[src/verilog/ppo_pkg.sv]
// Package with register map, field positions, timing and carrier types for the port pin block
`default_nettype none
package ppo_pkg;
	// Register indices; byte address is four times the index
	localparam logic [6:0] IDX_PA_INPUT = 7'h00;
	localparam logic [6:0] IDX_PA_DIR = 7'h01;
	localparam logic [6:0] IDX_PA_LATCH = 7'h02;
	localparam logic [6:0] IDX_PB_LATCH = 7'h05;
	localparam logic [6:0] IDX_SYSCTL = 7'h35;
	localparam logic [6:0] IDX_PD_DIR = 7'h40;
	localparam logic [6:0] IDX_PD_LATCH = 7'h41;
	localparam logic [6:0] IDX_IRQ_STATUS = 7'h42;
	localparam logic [6:0] IDX_IRQ_MASK = 7'h43;

	// System control fields
	localparam int SC_DEBUG_DIS = 7;
	localparam int SC_PULLUP_DIS = 4;
	localparam int SC_VEC_SEL = 1;
	localparam int SC_VEC_CHG = 0;
	localparam logic [7:0] SC_WRITABLE = 8'h93;

	// Reset values
	localparam logic [7:0] RST_BYTE = 8'h00;
	localparam logic [31:0] RST_WORD = 32'h0000_0000;

	// Port D bit positions of alternate functions
	localparam int PD_RX = 0;
	localparam int PD_TX = 1;
	localparam int PD_EXT0 = 2;
	localparam int PD_EXT1 = 3;
	localparam int PD_CAPTURE = 6;
	localparam int PD_CMP_LO = 4;

	// Timing: clock period and spike filter width
	localparam int CLK_PERIOD_NS = 50;
	localparam int SPIKE_NS = 50;
	localparam int SPIKE_CYCLES = (SPIKE_NS + CLK_PERIOD_NS - 1) / CLK_PERIOD_NS;

	// Peripheral requests arriving at the port
	typedef struct packed {
		logic serial_tx_enable;
		logic serial_rx_enable;
		logic serial_tx_data;
		logic two_wire_enable;
		logic [3:0] cmp_enable;
		logic [3:0] cmp_level;
		logic [7:0] pin_change_mask;
		logic pin_change_group3_enable;
		logic [1:0] ext_irq_enable;
	} ppo_periph_t;

	// Pin levels delivered to the peripherals
	typedef struct packed {
		logic [7:0] pin_change_src;
		logic ext_irq_zero;
		logic ext_irq_one;
		logic timer1_capture_in;
		logic serial_rx_data;
		logic [1:0] two_wire_in;
	} ppo_sense_t;
endpackage : ppo_pkg
`default_nettype wire

[src/verilog/ppo_port_top.sv]
// Port pin override logic, port registers and Avalon-MM register slave
`default_nettype none
module ppo_port_top #(
	parameter int WIDTH = 8,
	parameter int FILT_CYCLES = ppo_pkg::SPIKE_CYCLES
) (
	input wire logic mclk,
	input wire logic rst,
	input wire logic [6:0] avs_address,
	input wire logic avs_read,
	input wire logic avs_write,
	input wire logic [31:0] avs_writedata,
	input wire logic [3:0] avs_byteenable,
	output logic [31:0] avs_readdata,
	output logic avs_waitrequest,
	input wire logic [WIDTH-1:0] pa_in,
	output logic [WIDTH-1:0] pa_out,
	output logic [WIDTH-1:0] pa_oe,
	output logic [WIDTH-1:0] pa_pullup,
	output logic [WIDTH-1:0] pb_latch,
	input wire logic [7:0] pd_in,
	output logic [7:0] pd_out,
	output logic [7:0] pd_oe,
	output logic [7:0] pd_pullup,
	input wire logic input_sleep_gate,
	input wire ppo_pkg::ppo_periph_t periph,
	output ppo_pkg::ppo_sense_t sense,
	output logic debug_port_disable,
	output logic vector_table_select,
	output logic vector_change_enable,
	output logic irq
);
	import ppo_pkg::*;

	logic [WIDTH-1:0] pa_dir_q;
	logic [WIDTH-1:0] pa_latch_q;
	logic [WIDTH-1:0] pa_in_q;
	logic [WIDTH-1:0] pb_latch_q;
	logic [7:0] pd_dir_q;
	logic [7:0] pd_latch_q;
	logic [7:0] sysctl_q;
	logic [7:0] irq_status_q;
	logic [7:0] irq_mask_q;
	logic [31:0] rdata_q;
	logic ack_q;
	logic req;
	logic wr_fire;
	logic lane0;
	logic global_pullup_disable;
	logic [7:0] pullup_override_en;
	logic [7:0] pullup_override_val;
	logic [7:0] dir_override_en;
	logic [7:0] dir_override_val;
	logic [7:0] pin_value_override_en;
	logic [7:0] pin_value_override_val;
	logic [7:0] input_enable_override_en;
	logic [7:0] input_enable_override_val;
	logic [7:0] pd_dir_eff;
	logic [7:0] pd_in_en;
	logic [7:0] pd_di;
	logic [7:0] pd_di_prev_q;
	logic armed_q;
	logic [7:0] pc_event;
	logic [1:0] tw_filt;

	// Bus handshake: one wait cycle, then the answer stands for one cycle
	assign req = avs_read | avs_write;
	assign avs_waitrequest = req & ~ack_q;
	assign wr_fire = avs_write & ack_q;
	assign lane0 = avs_byteenable[0];
	assign avs_readdata = rdata_q;

	// Ack pulses once per request so back-to-back requests each wait
	always_ff @(posedge mclk) begin
		if (rst) begin
			ack_q <= 1'b0;
		end else begin
			ack_q <= req & ~ack_q;
		end
	end

	// Input levels sampled every cycle, no reset value
	always_ff @(posedge mclk) begin
		pa_in_q <= pa_in;
	end

	// Read data captured during the wait cycle; unmapped reads give zero
	always_ff @(posedge mclk) begin
		if (rst) begin
			rdata_q <= RST_WORD;
		end else if (avs_read & ~ack_q) begin
			rdata_q <= RST_WORD;
			unique case (avs_address)
				IDX_PA_INPUT: rdata_q[WIDTH-1:0] <= pa_in_q;
				IDX_PA_DIR: rdata_q[WIDTH-1:0] <= pa_dir_q;
				IDX_PA_LATCH: rdata_q[WIDTH-1:0] <= pa_latch_q;
				IDX_PB_LATCH: rdata_q[WIDTH-1:0] <= pb_latch_q;
				IDX_SYSCTL: rdata_q[7:0] <= sysctl_q & SC_WRITABLE;
				IDX_PD_DIR: rdata_q[7:0] <= pd_dir_q;
				IDX_PD_LATCH: rdata_q[7:0] <= pd_latch_q;
				IDX_IRQ_STATUS: rdata_q[7:0] <= irq_status_q;
				IDX_IRQ_MASK: rdata_q[7:0] <= irq_mask_q;
				default: rdata_q <= RST_WORD;
			endcase
		end
	end

	// Port A registers
	always_ff @(posedge mclk) begin
		if (rst) begin
			pa_dir_q <= '0;
			pa_latch_q <= '0;
		end else if (wr_fire & lane0) begin
			if (avs_address == IDX_PA_DIR) begin
				pa_dir_q <= avs_writedata[WIDTH-1:0];
			end
			if (avs_address == IDX_PA_LATCH) begin
				pa_latch_q <= avs_writedata[WIDTH-1:0];
			end
		end
	end

	// Port B latch
	always_ff @(posedge mclk) begin
		if (rst) begin
			pb_latch_q <= '0;
		end else if (wr_fire & lane0 & (avs_address == IDX_PB_LATCH)) begin
			pb_latch_q <= avs_writedata[WIDTH-1:0];
		end
	end

	// Port D direction and latch
	always_ff @(posedge mclk) begin
		if (rst) begin
			pd_dir_q <= RST_BYTE;
			pd_latch_q <= RST_BYTE;
		end else if (wr_fire & lane0) begin
			if (avs_address == IDX_PD_DIR) begin
				pd_dir_q <= avs_writedata[7:0];
			end
			if (avs_address == IDX_PD_LATCH) begin
				pd_latch_q <= avs_writedata[7:0];
			end
		end
	end

	// System control; unused bits never store, so they read zero
	always_ff @(posedge mclk) begin
		if (rst) begin
			sysctl_q <= RST_BYTE;
		end else if (wr_fire & lane0 & (avs_address == IDX_SYSCTL)) begin
			sysctl_q <= avs_writedata[7:0] & SC_WRITABLE;
		end
	end

	assign global_pullup_disable = sysctl_q[SC_PULLUP_DIS];
	assign debug_port_disable = sysctl_q[SC_DEBUG_DIS];
	assign vector_table_select = sysctl_q[SC_VEC_SEL];
	assign vector_change_enable = sysctl_q[SC_VEC_CHG];

	// Port A has no alternate function: plain register path
	always_comb begin
		pa_oe = pa_dir_q;
		pa_out = pa_latch_q;
		pa_pullup = ~pa_dir_q & pa_latch_q & {WIDTH{~global_pullup_disable}};
	end
	assign pb_latch = pb_latch_q;

	// Override table for port D, bits 7..4
	always_comb begin
		for (int i = 4; i < 8; i++) begin
			pullup_override_en[i] = 1'b0;
			pullup_override_val[i] = 1'b0;
			dir_override_en[i] = 1'b0;
			dir_override_val[i] = 1'b0;
			pin_value_override_en[i] = periph.cmp_enable[i-PD_CMP_LO];
			pin_value_override_val[i] = periph.cmp_level[i-PD_CMP_LO];
			input_enable_override_en[i] = periph.pin_change_mask[i] & periph.pin_change_group3_enable;
			input_enable_override_val[i] = 1'b1;
		end
		// Bits 3..0: interrupt sources keep the input readable in sleep
		for (int i = 0; i < 4; i++) begin
			input_enable_override_en[i] = periph.pin_change_mask[i] & periph.pin_change_group3_enable;
			input_enable_override_val[i] = 1'b1;
			pin_value_override_en[i] = 1'b0;
			pin_value_override_val[i] = 1'b0;
			pullup_override_en[i] = 1'b0;
			pullup_override_val[i] = 1'b0;
			dir_override_en[i] = 1'b0;
			dir_override_val[i] = 1'b0;
		end
		input_enable_override_en[PD_EXT0] = input_enable_override_en[PD_EXT0] | periph.ext_irq_enable[0];
		input_enable_override_en[PD_EXT1] = input_enable_override_en[PD_EXT1] | periph.ext_irq_enable[1];
		// Transmitter owns bit 1 as an output
		pullup_override_en[PD_TX] = periph.serial_tx_enable;
		pullup_override_val[PD_TX] = pd_latch_q[PD_TX] & ~global_pullup_disable;
		dir_override_en[PD_TX] = periph.serial_tx_enable;
		dir_override_val[PD_TX] = 1'b1;
		pin_value_override_en[PD_TX] = periph.serial_tx_enable;
		pin_value_override_val[PD_TX] = periph.serial_tx_data;
		// Receiver owns bit 0 as an input, pull-up still from the latch
		pullup_override_en[PD_RX] = periph.serial_rx_enable;
		pullup_override_val[PD_RX] = pd_latch_q[PD_RX] & ~global_pullup_disable;
		dir_override_en[PD_RX] = periph.serial_rx_enable;
		dir_override_val[PD_RX] = 1'b0;
	end

	// Generic pin: overrides win, otherwise register path
	always_comb begin
		for (int i = 0; i < 8; i++) begin
			pd_dir_eff[i] = dir_override_en[i] ? dir_override_val[i] : pd_dir_q[i];
			pd_out[i] = pin_value_override_en[i] ? pin_value_override_val[i] : pd_latch_q[i];
			pd_pullup[i] = pullup_override_en[i] ? pullup_override_val[i]
				: (~pd_dir_eff[i] & pd_latch_q[i] & ~global_pullup_disable);
			pd_in_en[i] = input_enable_override_en[i] ? input_enable_override_val[i] : ~input_sleep_gate;
		end
		// Compare outputs drive only when direction is output
		pd_oe = pd_dir_eff;
		pd_di = pd_in & pd_in_en;
	end

	// Spike filter on the two-wire inputs; a pulse must last FILT_CYCLES
	genvar g;
	generate
		for (g = 0; g < 2; g++) begin : g_tw_filter
			logic filt_q;
			logic [3:0] cnt_q;
			always_ff @(posedge mclk) begin
				if (rst) begin
					filt_q <= 1'b0;
					cnt_q <= 4'h0;
				end else if (pd_di[g] == filt_q) begin
					cnt_q <= 4'h0;
				end else if (cnt_q >= 4'(FILT_CYCLES - 1)) begin
					filt_q <= pd_di[g];
					cnt_q <= 4'h0;
				end else begin
					cnt_q <= cnt_q + 4'h1;
				end
			end
			// Bypass when the two-wire unit is off, keeps latency zero for other users
			assign tw_filt[g] = periph.two_wire_enable ? filt_q : pd_di[g];
		end
	endgenerate

	// Pin levels to the peripherals
	always_comb begin
		sense.pin_change_src = pd_di;
		sense.ext_irq_zero = pd_di[PD_EXT0];
		sense.ext_irq_one = pd_di[PD_EXT1];
		sense.timer1_capture_in = pd_di[PD_CAPTURE];
		sense.serial_rx_data = pd_di[PD_RX];
		sense.two_wire_in = tw_filt;
	end

	// Previous input levels; armed_q hides the first cycle after reset
	always_ff @(posedge mclk) begin
		if (rst) begin
			pd_di_prev_q <= RST_BYTE;
			armed_q <= 1'b0;
		end else begin
			pd_di_prev_q <= pd_di;
			armed_q <= 1'b1;
		end
	end
	assign pc_event = (pd_di ^ pd_di_prev_q) & {8{armed_q}};

	// Sticky status, write one to clear; a new event wins over the clear
	always_ff @(posedge mclk) begin
		if (rst) begin
			irq_status_q <= RST_BYTE;
		end else if (wr_fire & lane0 & (avs_address == IDX_IRQ_STATUS)) begin
			irq_status_q <= (irq_status_q & ~avs_writedata[7:0]) | pc_event;
		end else begin
			irq_status_q <= irq_status_q | pc_event;
		end
	end

	// Interrupt mask
	always_ff @(posedge mclk) begin
		if (rst) begin
			irq_mask_q <= RST_BYTE;
		end else if (wr_fire & lane0 & (avs_address == IDX_IRQ_MASK)) begin
			irq_mask_q <= avs_writedata[7:0];
		end
	end

	assign irq = |(irq_status_q & irq_mask_q);
endmodule : ppo_port_top
`default_nettype wire

[config.mk]
export PLATFORM = sky130hd
export DESIGN_NAME = ppo_port_top
export DESIGN_NICKNAME = d
export VERILOG_FILES = /design/src/verilog/ppo_pkg.sv /design/src/verilog/ppo_port_top.sv
export SDC_FILE = /design/constraint.sdc
export NUM_CORES = 1
export LEC_CHECK = 0
export ABC_AREA = 1
export BUFFER_PORTS_ARGS = -buffer_cell sky130_fd_sc_hd__buf_2
export CELL_PAD_IN_SITES_DETAIL_PLACEMENT = 1
export CELL_PAD_IN_SITES_GLOBAL_PLACEMENT = 1
export CORE_UTILIZATION = 34
export CTS_BUF_LIST = sky130_fd_sc_hd__clkbuf_4 sky130_fd_sc_hd__clkbuf_8
export CTS_CLUSTER_DIAMETER = 120
export DETAILED_ROUTE_END_ITERATION = 8
export PLACE_DENSITY_LB_ADDON = 0.1
export SYNTH_ARGS = -nofsm -noshare
export SYNTH_HDL_FRONTEND = slang
export SYNTH_SLANG_ARGS = --single-unit
export TNS_END_PERCENT = 5
[constraint.sdc]
create_clock -name mclk -period 1.6 [get_ports mclk]
set_input_delay 0 -clock mclk [delete_from_list [all_inputs] [get_ports mclk]]
set_output_delay 0 -clock mclk [all_outputs]
set_load 0.1 [all_outputs]
; ---- Word level (Yosys, flattened, before mapping)
; Cells that the tools add are included.
[totals]
register_bits = 96
[op_classes]
reduce_logical = 10
bitwise_logic = 61
eq_ne = 10
n_addsub = 2
order_cmp = 2
mux = 22
[op_table]
columns = cell, n
row1 = $pmux 8 s9, 1
row2 = $and 8x8->8, 6
row3 = $and 1x1->1, 34
row4 = $eq 7x7->1 const B, 4
row5 = $mux 1, 20
row6 = $not 8->8, 2
row7 = $or 8x8->8, 2
row8 = $not 1->1, 13
row9 = $reduce_and 2->1, 6
row10 = $add 4x1->4 const B, 2
row11 = $ge 4x1->1 const B, 2
row12 = $mux 8, 1
row13 = $reduce_or 8->1, 1
row14 = $xor 8x8->8, 1
row15 = $eq 7x1->1 const B, 1
row16 = $eq 7x2->1 const B, 1
row17 = $eq 7x3->1 const B, 1
row18 = $eq 7x6->1 const B, 1
row19 = $logic_not 7->1, 1
row20 = $reduce_or 3->1, 2
row21 = $or 1x1->1, 3
row22 = $eq 1x1->1, 2

; ---- Depth between registers and ports, before layout
[depth]
ltp_word = 8
mapped_depth = 10
depth_no_buf = 9

; ---- Least setup slack after synthesis
; Ideal clock, no wire load.
[synth_path]
kind = flip-flop to output port
from = reg pa_latch_q[0], in the netlist pa_out[0]
to = out pa_pullup[0]
stages_incl_launch_ff = 3
slack_ns = -1.541
t_arrival_ns = 3.141
t_required_ns = 1.600
cell_sequence = dfxtp_1 -> inv_1 -> nor3_1
[synth_via]
elab_chain_len = 2
[synth_rtl]
columns = item, line_no
row1 = from (decl), ppo_port_top.sv:36  ; logic [WIDTH-1:0] pa_latch_q;
row2 = from (signal assigned), ppo_port_top.sv:118  ; pa_latch_q <= avs_writedata[WIDTH-1:0];
row3 = $and 8x8->8 (2 in a row), ppo_port_top.sv:165  ; pa_pullup = ~pa_dir_q & pa_latch_q & {WIDTH{~global_pullup_disable}};
row4 = to (decl), ppo_port_top.sv:19  ; output logic [WIDTH-1:0] pa_pullup,
; Every way passes these cells.

; ---- Worst setup path after layout
[layout_path]
from = reg sysctl_q[4]
to = out pa_pullup[6]
[layout_via]
elab_chain_len = 2
[layout_rtl]
columns = item, line_no
row1 = from (decl), ppo_port_top.sv:41  ; logic [7:0] sysctl_q;
row2 = from (signal assigned), ppo_port_top.sv:152  ; sysctl_q <= avs_writedata[7:0] & SC_WRITABLE;
row3 = $not 1->1, ppo_port_top.sv:165
row4 = $and 8x8->8, ppo_port_top.sv:165
; Every way passes these cells.

==> results.py <==
metrics = {
    "outcome": {
        "status": "completed",
    },
    "yosys": {
        "synth.distinct_cells": 29,
        "syn_avg_cell_area_um2": 7.16,
        "synth_area_um2": 4500,
        "synth_top_area_frac": 0.391,
        "seq_area_frac_synth": 0.391,
        "synthCells": 629,
        "yosysWarnings": 0,
        "ys_ff_latch": 88,
        "yosysTopAreaCell": "dfxtp_1",
        "synth_area_leaders": "dfxtp_1 39%, nand2_1 12%, buf_4 6.5%",
    },
    "final_layout": {
        "drive_gt1_frac": 0.316,
        "ff_latch_area_um2": 1770,
        "fillerInstances": 1617,
        "area_delta_synth_final_pct": 31.8,
        "instances_no_fill": 964,
        "multi_input_area_um2": 2320,
        "n_antenna_cell": 0,
        "finalNetCount": 874,
    },
    "worst_hold_path": {
        "min_to": "irq_mask_q[0]$_SDFFE_PP0P_",
        "min-delay-start": "avs_byteenable[0]",
        "holdPathStages": 4,
        "hp-class": "in2reg",
    },
    "grt": {
        "grt_pass1_vias": 4502,
        "grt_max_degree": 46,
        "grt_use_total": 0.233,
        "grt_antenna_before_repair": 0,
        "grt_pass1_wl_um": 23600,
        "gr-total-overflow": 0,
    },
    "setup_path": {
        "setup.worst_path.class": "reg2out",
        "worst_r2r_endpoint": "sysctl_q[0]$_SDFFE_PP0P_",
        "r2r_start": "ack_q$_SDFF_PP0_",
        "crit_chain": "buf_4 -> nor3_4 -> buf_2",
        "cp.arrival_ns": 1.50,
        "critPathMaxFanout": 8,
        "crit_path_top_delay_cell": "buf_2",
        "rrSetupSlack_ns": 0.11,
        "crit_buf_inv": 2,
        "start_kind": "flop",
        "end_kind": "output pin",
        "crit_family": "buffers and inverters",
        "required_ns": 1.60,
        "critPathLaunch": "sysctl_q[4]$_SDFFE_PP0P_",
        "reg2reg_depth": 5,
        "max_stage_delay_ns": 0.44,
    },
    "floorplan": {
        "die-area_um2": 13700,
        "rows": 41,
        "core_area_um2": 12800,
        "io_pins": 194,
        "die_height_um": 117,
        "initial_core_util": 0.353,
        "die_x_um": 117,
    },
    "clock_network": {
        "tritoncts": "built",
        "cts-root-buf": "clkbuf_8",
        "clk_transition_reported_paths_ns": 0.10,
        "clk_path_buf_depth": 2,
        "worstSkewPairLatency_ns": 0.38,
        "clock_sinks": 88,
        "htreeDepth": 3,
        "cts-buffers-inserted": 9,
    },
    "timing": {
        "clock.fmax_ghz": 0.665,
        "rsz0062_at_grt": "yes",
        "final_max_slew_viol_count": 0,
        "period_needed_ns": 1.50,
        "setup_viol": 0,
        "setup_ws_ns": 0.0958,
        "whs_ns": 0.0346,
        "tns_ns": 0,
        "hold_violations": 0,
        "clock_skew_ns": 0.00808,
        "period_share": 0.940,
    },
    "drt": {
        "antenna_left": 0,
        "routed_wl_um": 15200,
        "drtIter0Drc": 231,
        "drc": 0,
        "vias": 4637,
        "viasPerCell": 4.81,
        "first_pass_iters": 4,
        "wl_per_cell_um": 15.7,
    },
    "pwr": {
        "total_power_w": 0.00520,
        "powerDensity_nw_per_um2": 877,
        "p_leak_nw": 2.77,
        "ir_drop_mv": 0.557,
    },
    "place": {
        "dp_cells": 913,
        "place_ws_ns": 0.0687,
        "dp_hpwl_um": 11100,
        "port_buffers": 142,
        "gp_congestion": 0.834,
    },
    "flow_run": {
        "max_cap_violations": 0,
    },
}
layout make-up:
cell class | count | share of cell area
Inverter | 61 | 0.0396
Clock buffer | 9 | 0.0209
Timing Repair Buffer | 185 | 0.193
Multi-Input combinational cell | 442 | 0.391
Tap cell | 172 | 0.0363
Sequential cell | 88 | 0.299
Clock inverter | 7 | 0.0215
how the worst max path moves through the flow:
stage	endpoint	cells past startpoint
after floorplan	pd_pullup[0]	3
after global placement	pb_latch[6]$_SDFFE_PP0P_	5
after detailed placement	pb_latch[0]$_SDFFE_PP0P_	5
after CTS	pd_pullup[0]	3
after global routing	sysctl_q[1]$_SDFFE_PP0P_	5
final	pa_pullup[6]	3
cells in the final DEF (no fill, tap or decap), types with 2 or more instances in the layout:
master / n
nand3_4: 3
bufinv_16: 3
clkbuf_8: 9
a21oi_1: 56
clkinv_4: 3
nand3_1: 56
a21oi_2: 13
dfxtp_2: 8
o21ai_1: 11
or2_2: 9
clkbuf_4: 5
nand3_2: 2
o21ai_2: 4
inv_1: 55
dfxtp_1: 80
nor3_2: 5
dlygate4sd3_1: 35
nor2_4: 8
nor3_4: 10
conb_1: 24
buf_4: 9
o21ai_0: 43
nor2_1: 37
inv_2: 4
nor2_2: 6
nand2_1: 141
buf_2: 135
nor3_1: 2
nand2_2: 7
registers in the layout (all words and copies together) (netlist names):
register	cells
pa_out	8
armed_q	1
irq_mask_q	8
irq_status_q	8
pd_di_prev_q	8
pa_oe	8
pa_in_q	8
pd_dir_q	8
g_tw_filter.filt_q	2
sysctl_q	4
pb_latch	8
pd_latch_q	8
ack_q	1
avs_readdata	8
metrics by stage:
step	cell area, um2	util
floorplan	4740	-
global placement	5300	0.415
detailed placement	5300	0.415
CTS	5910	0.463
global route	5930	0.464
finish	5930	0.464
report_power, final:
group | switching (W) | total [W] | internal [W]
combinational | 0.000779 | 0.000992 | 0.000212
clock | 0.000892 | 0.00195 | 0.00106
sequential | 0.0000300 | 0.00226 | 0.00223
logic make-up (layout without fill, tap and decap cells):
family,after synthesis,in the layout,synth area share
and+or+nand+nor,287,287,0.296
other,1,24,0.000833
buffers and inverters,122,262,0.149
DFF,88,88,0.391
AOI/OAI and AO/OA,131,131,0.163
cell usage after synthesis, drive strengths merged:
cell type	instances
a211oi	1
a21oi	69
a221oi	2
a22o	1
buf	50
clkbuf	11
clkinv	1
conb	1
dfxtp	88
inv	60
nand2	149
nand3	61
nor2	51
nor3	17
o21ai	58
or2	9
worst reg2reg max path: stages, from the launching register on:
cell	delay [ns]
dfxtp_1	0.40
nand3_2	0.15
clkinv_2	0.23
nand3_1	0.28
o21ai_0	0.25
a21oi_1	0.07
layer usage:
layer	track usage	wire length (um)	vias to the layer above
met4	0.0709	305	0
li1	-	-	2297
met2	0.410	7580	141
met1	0.282	6580	2179
met5	0	0	-
met3	0.0525	705	20
timing repair:
action / in CTS / in global routing
hold buffers: 35 / 0
setup endpoints to repair: 2 / 32
resized for setup: 4 / 8
endpoints found under the hold margin: 35 / 0
setup buffers: 0 / 0
(Power assumes the default switching activity.)
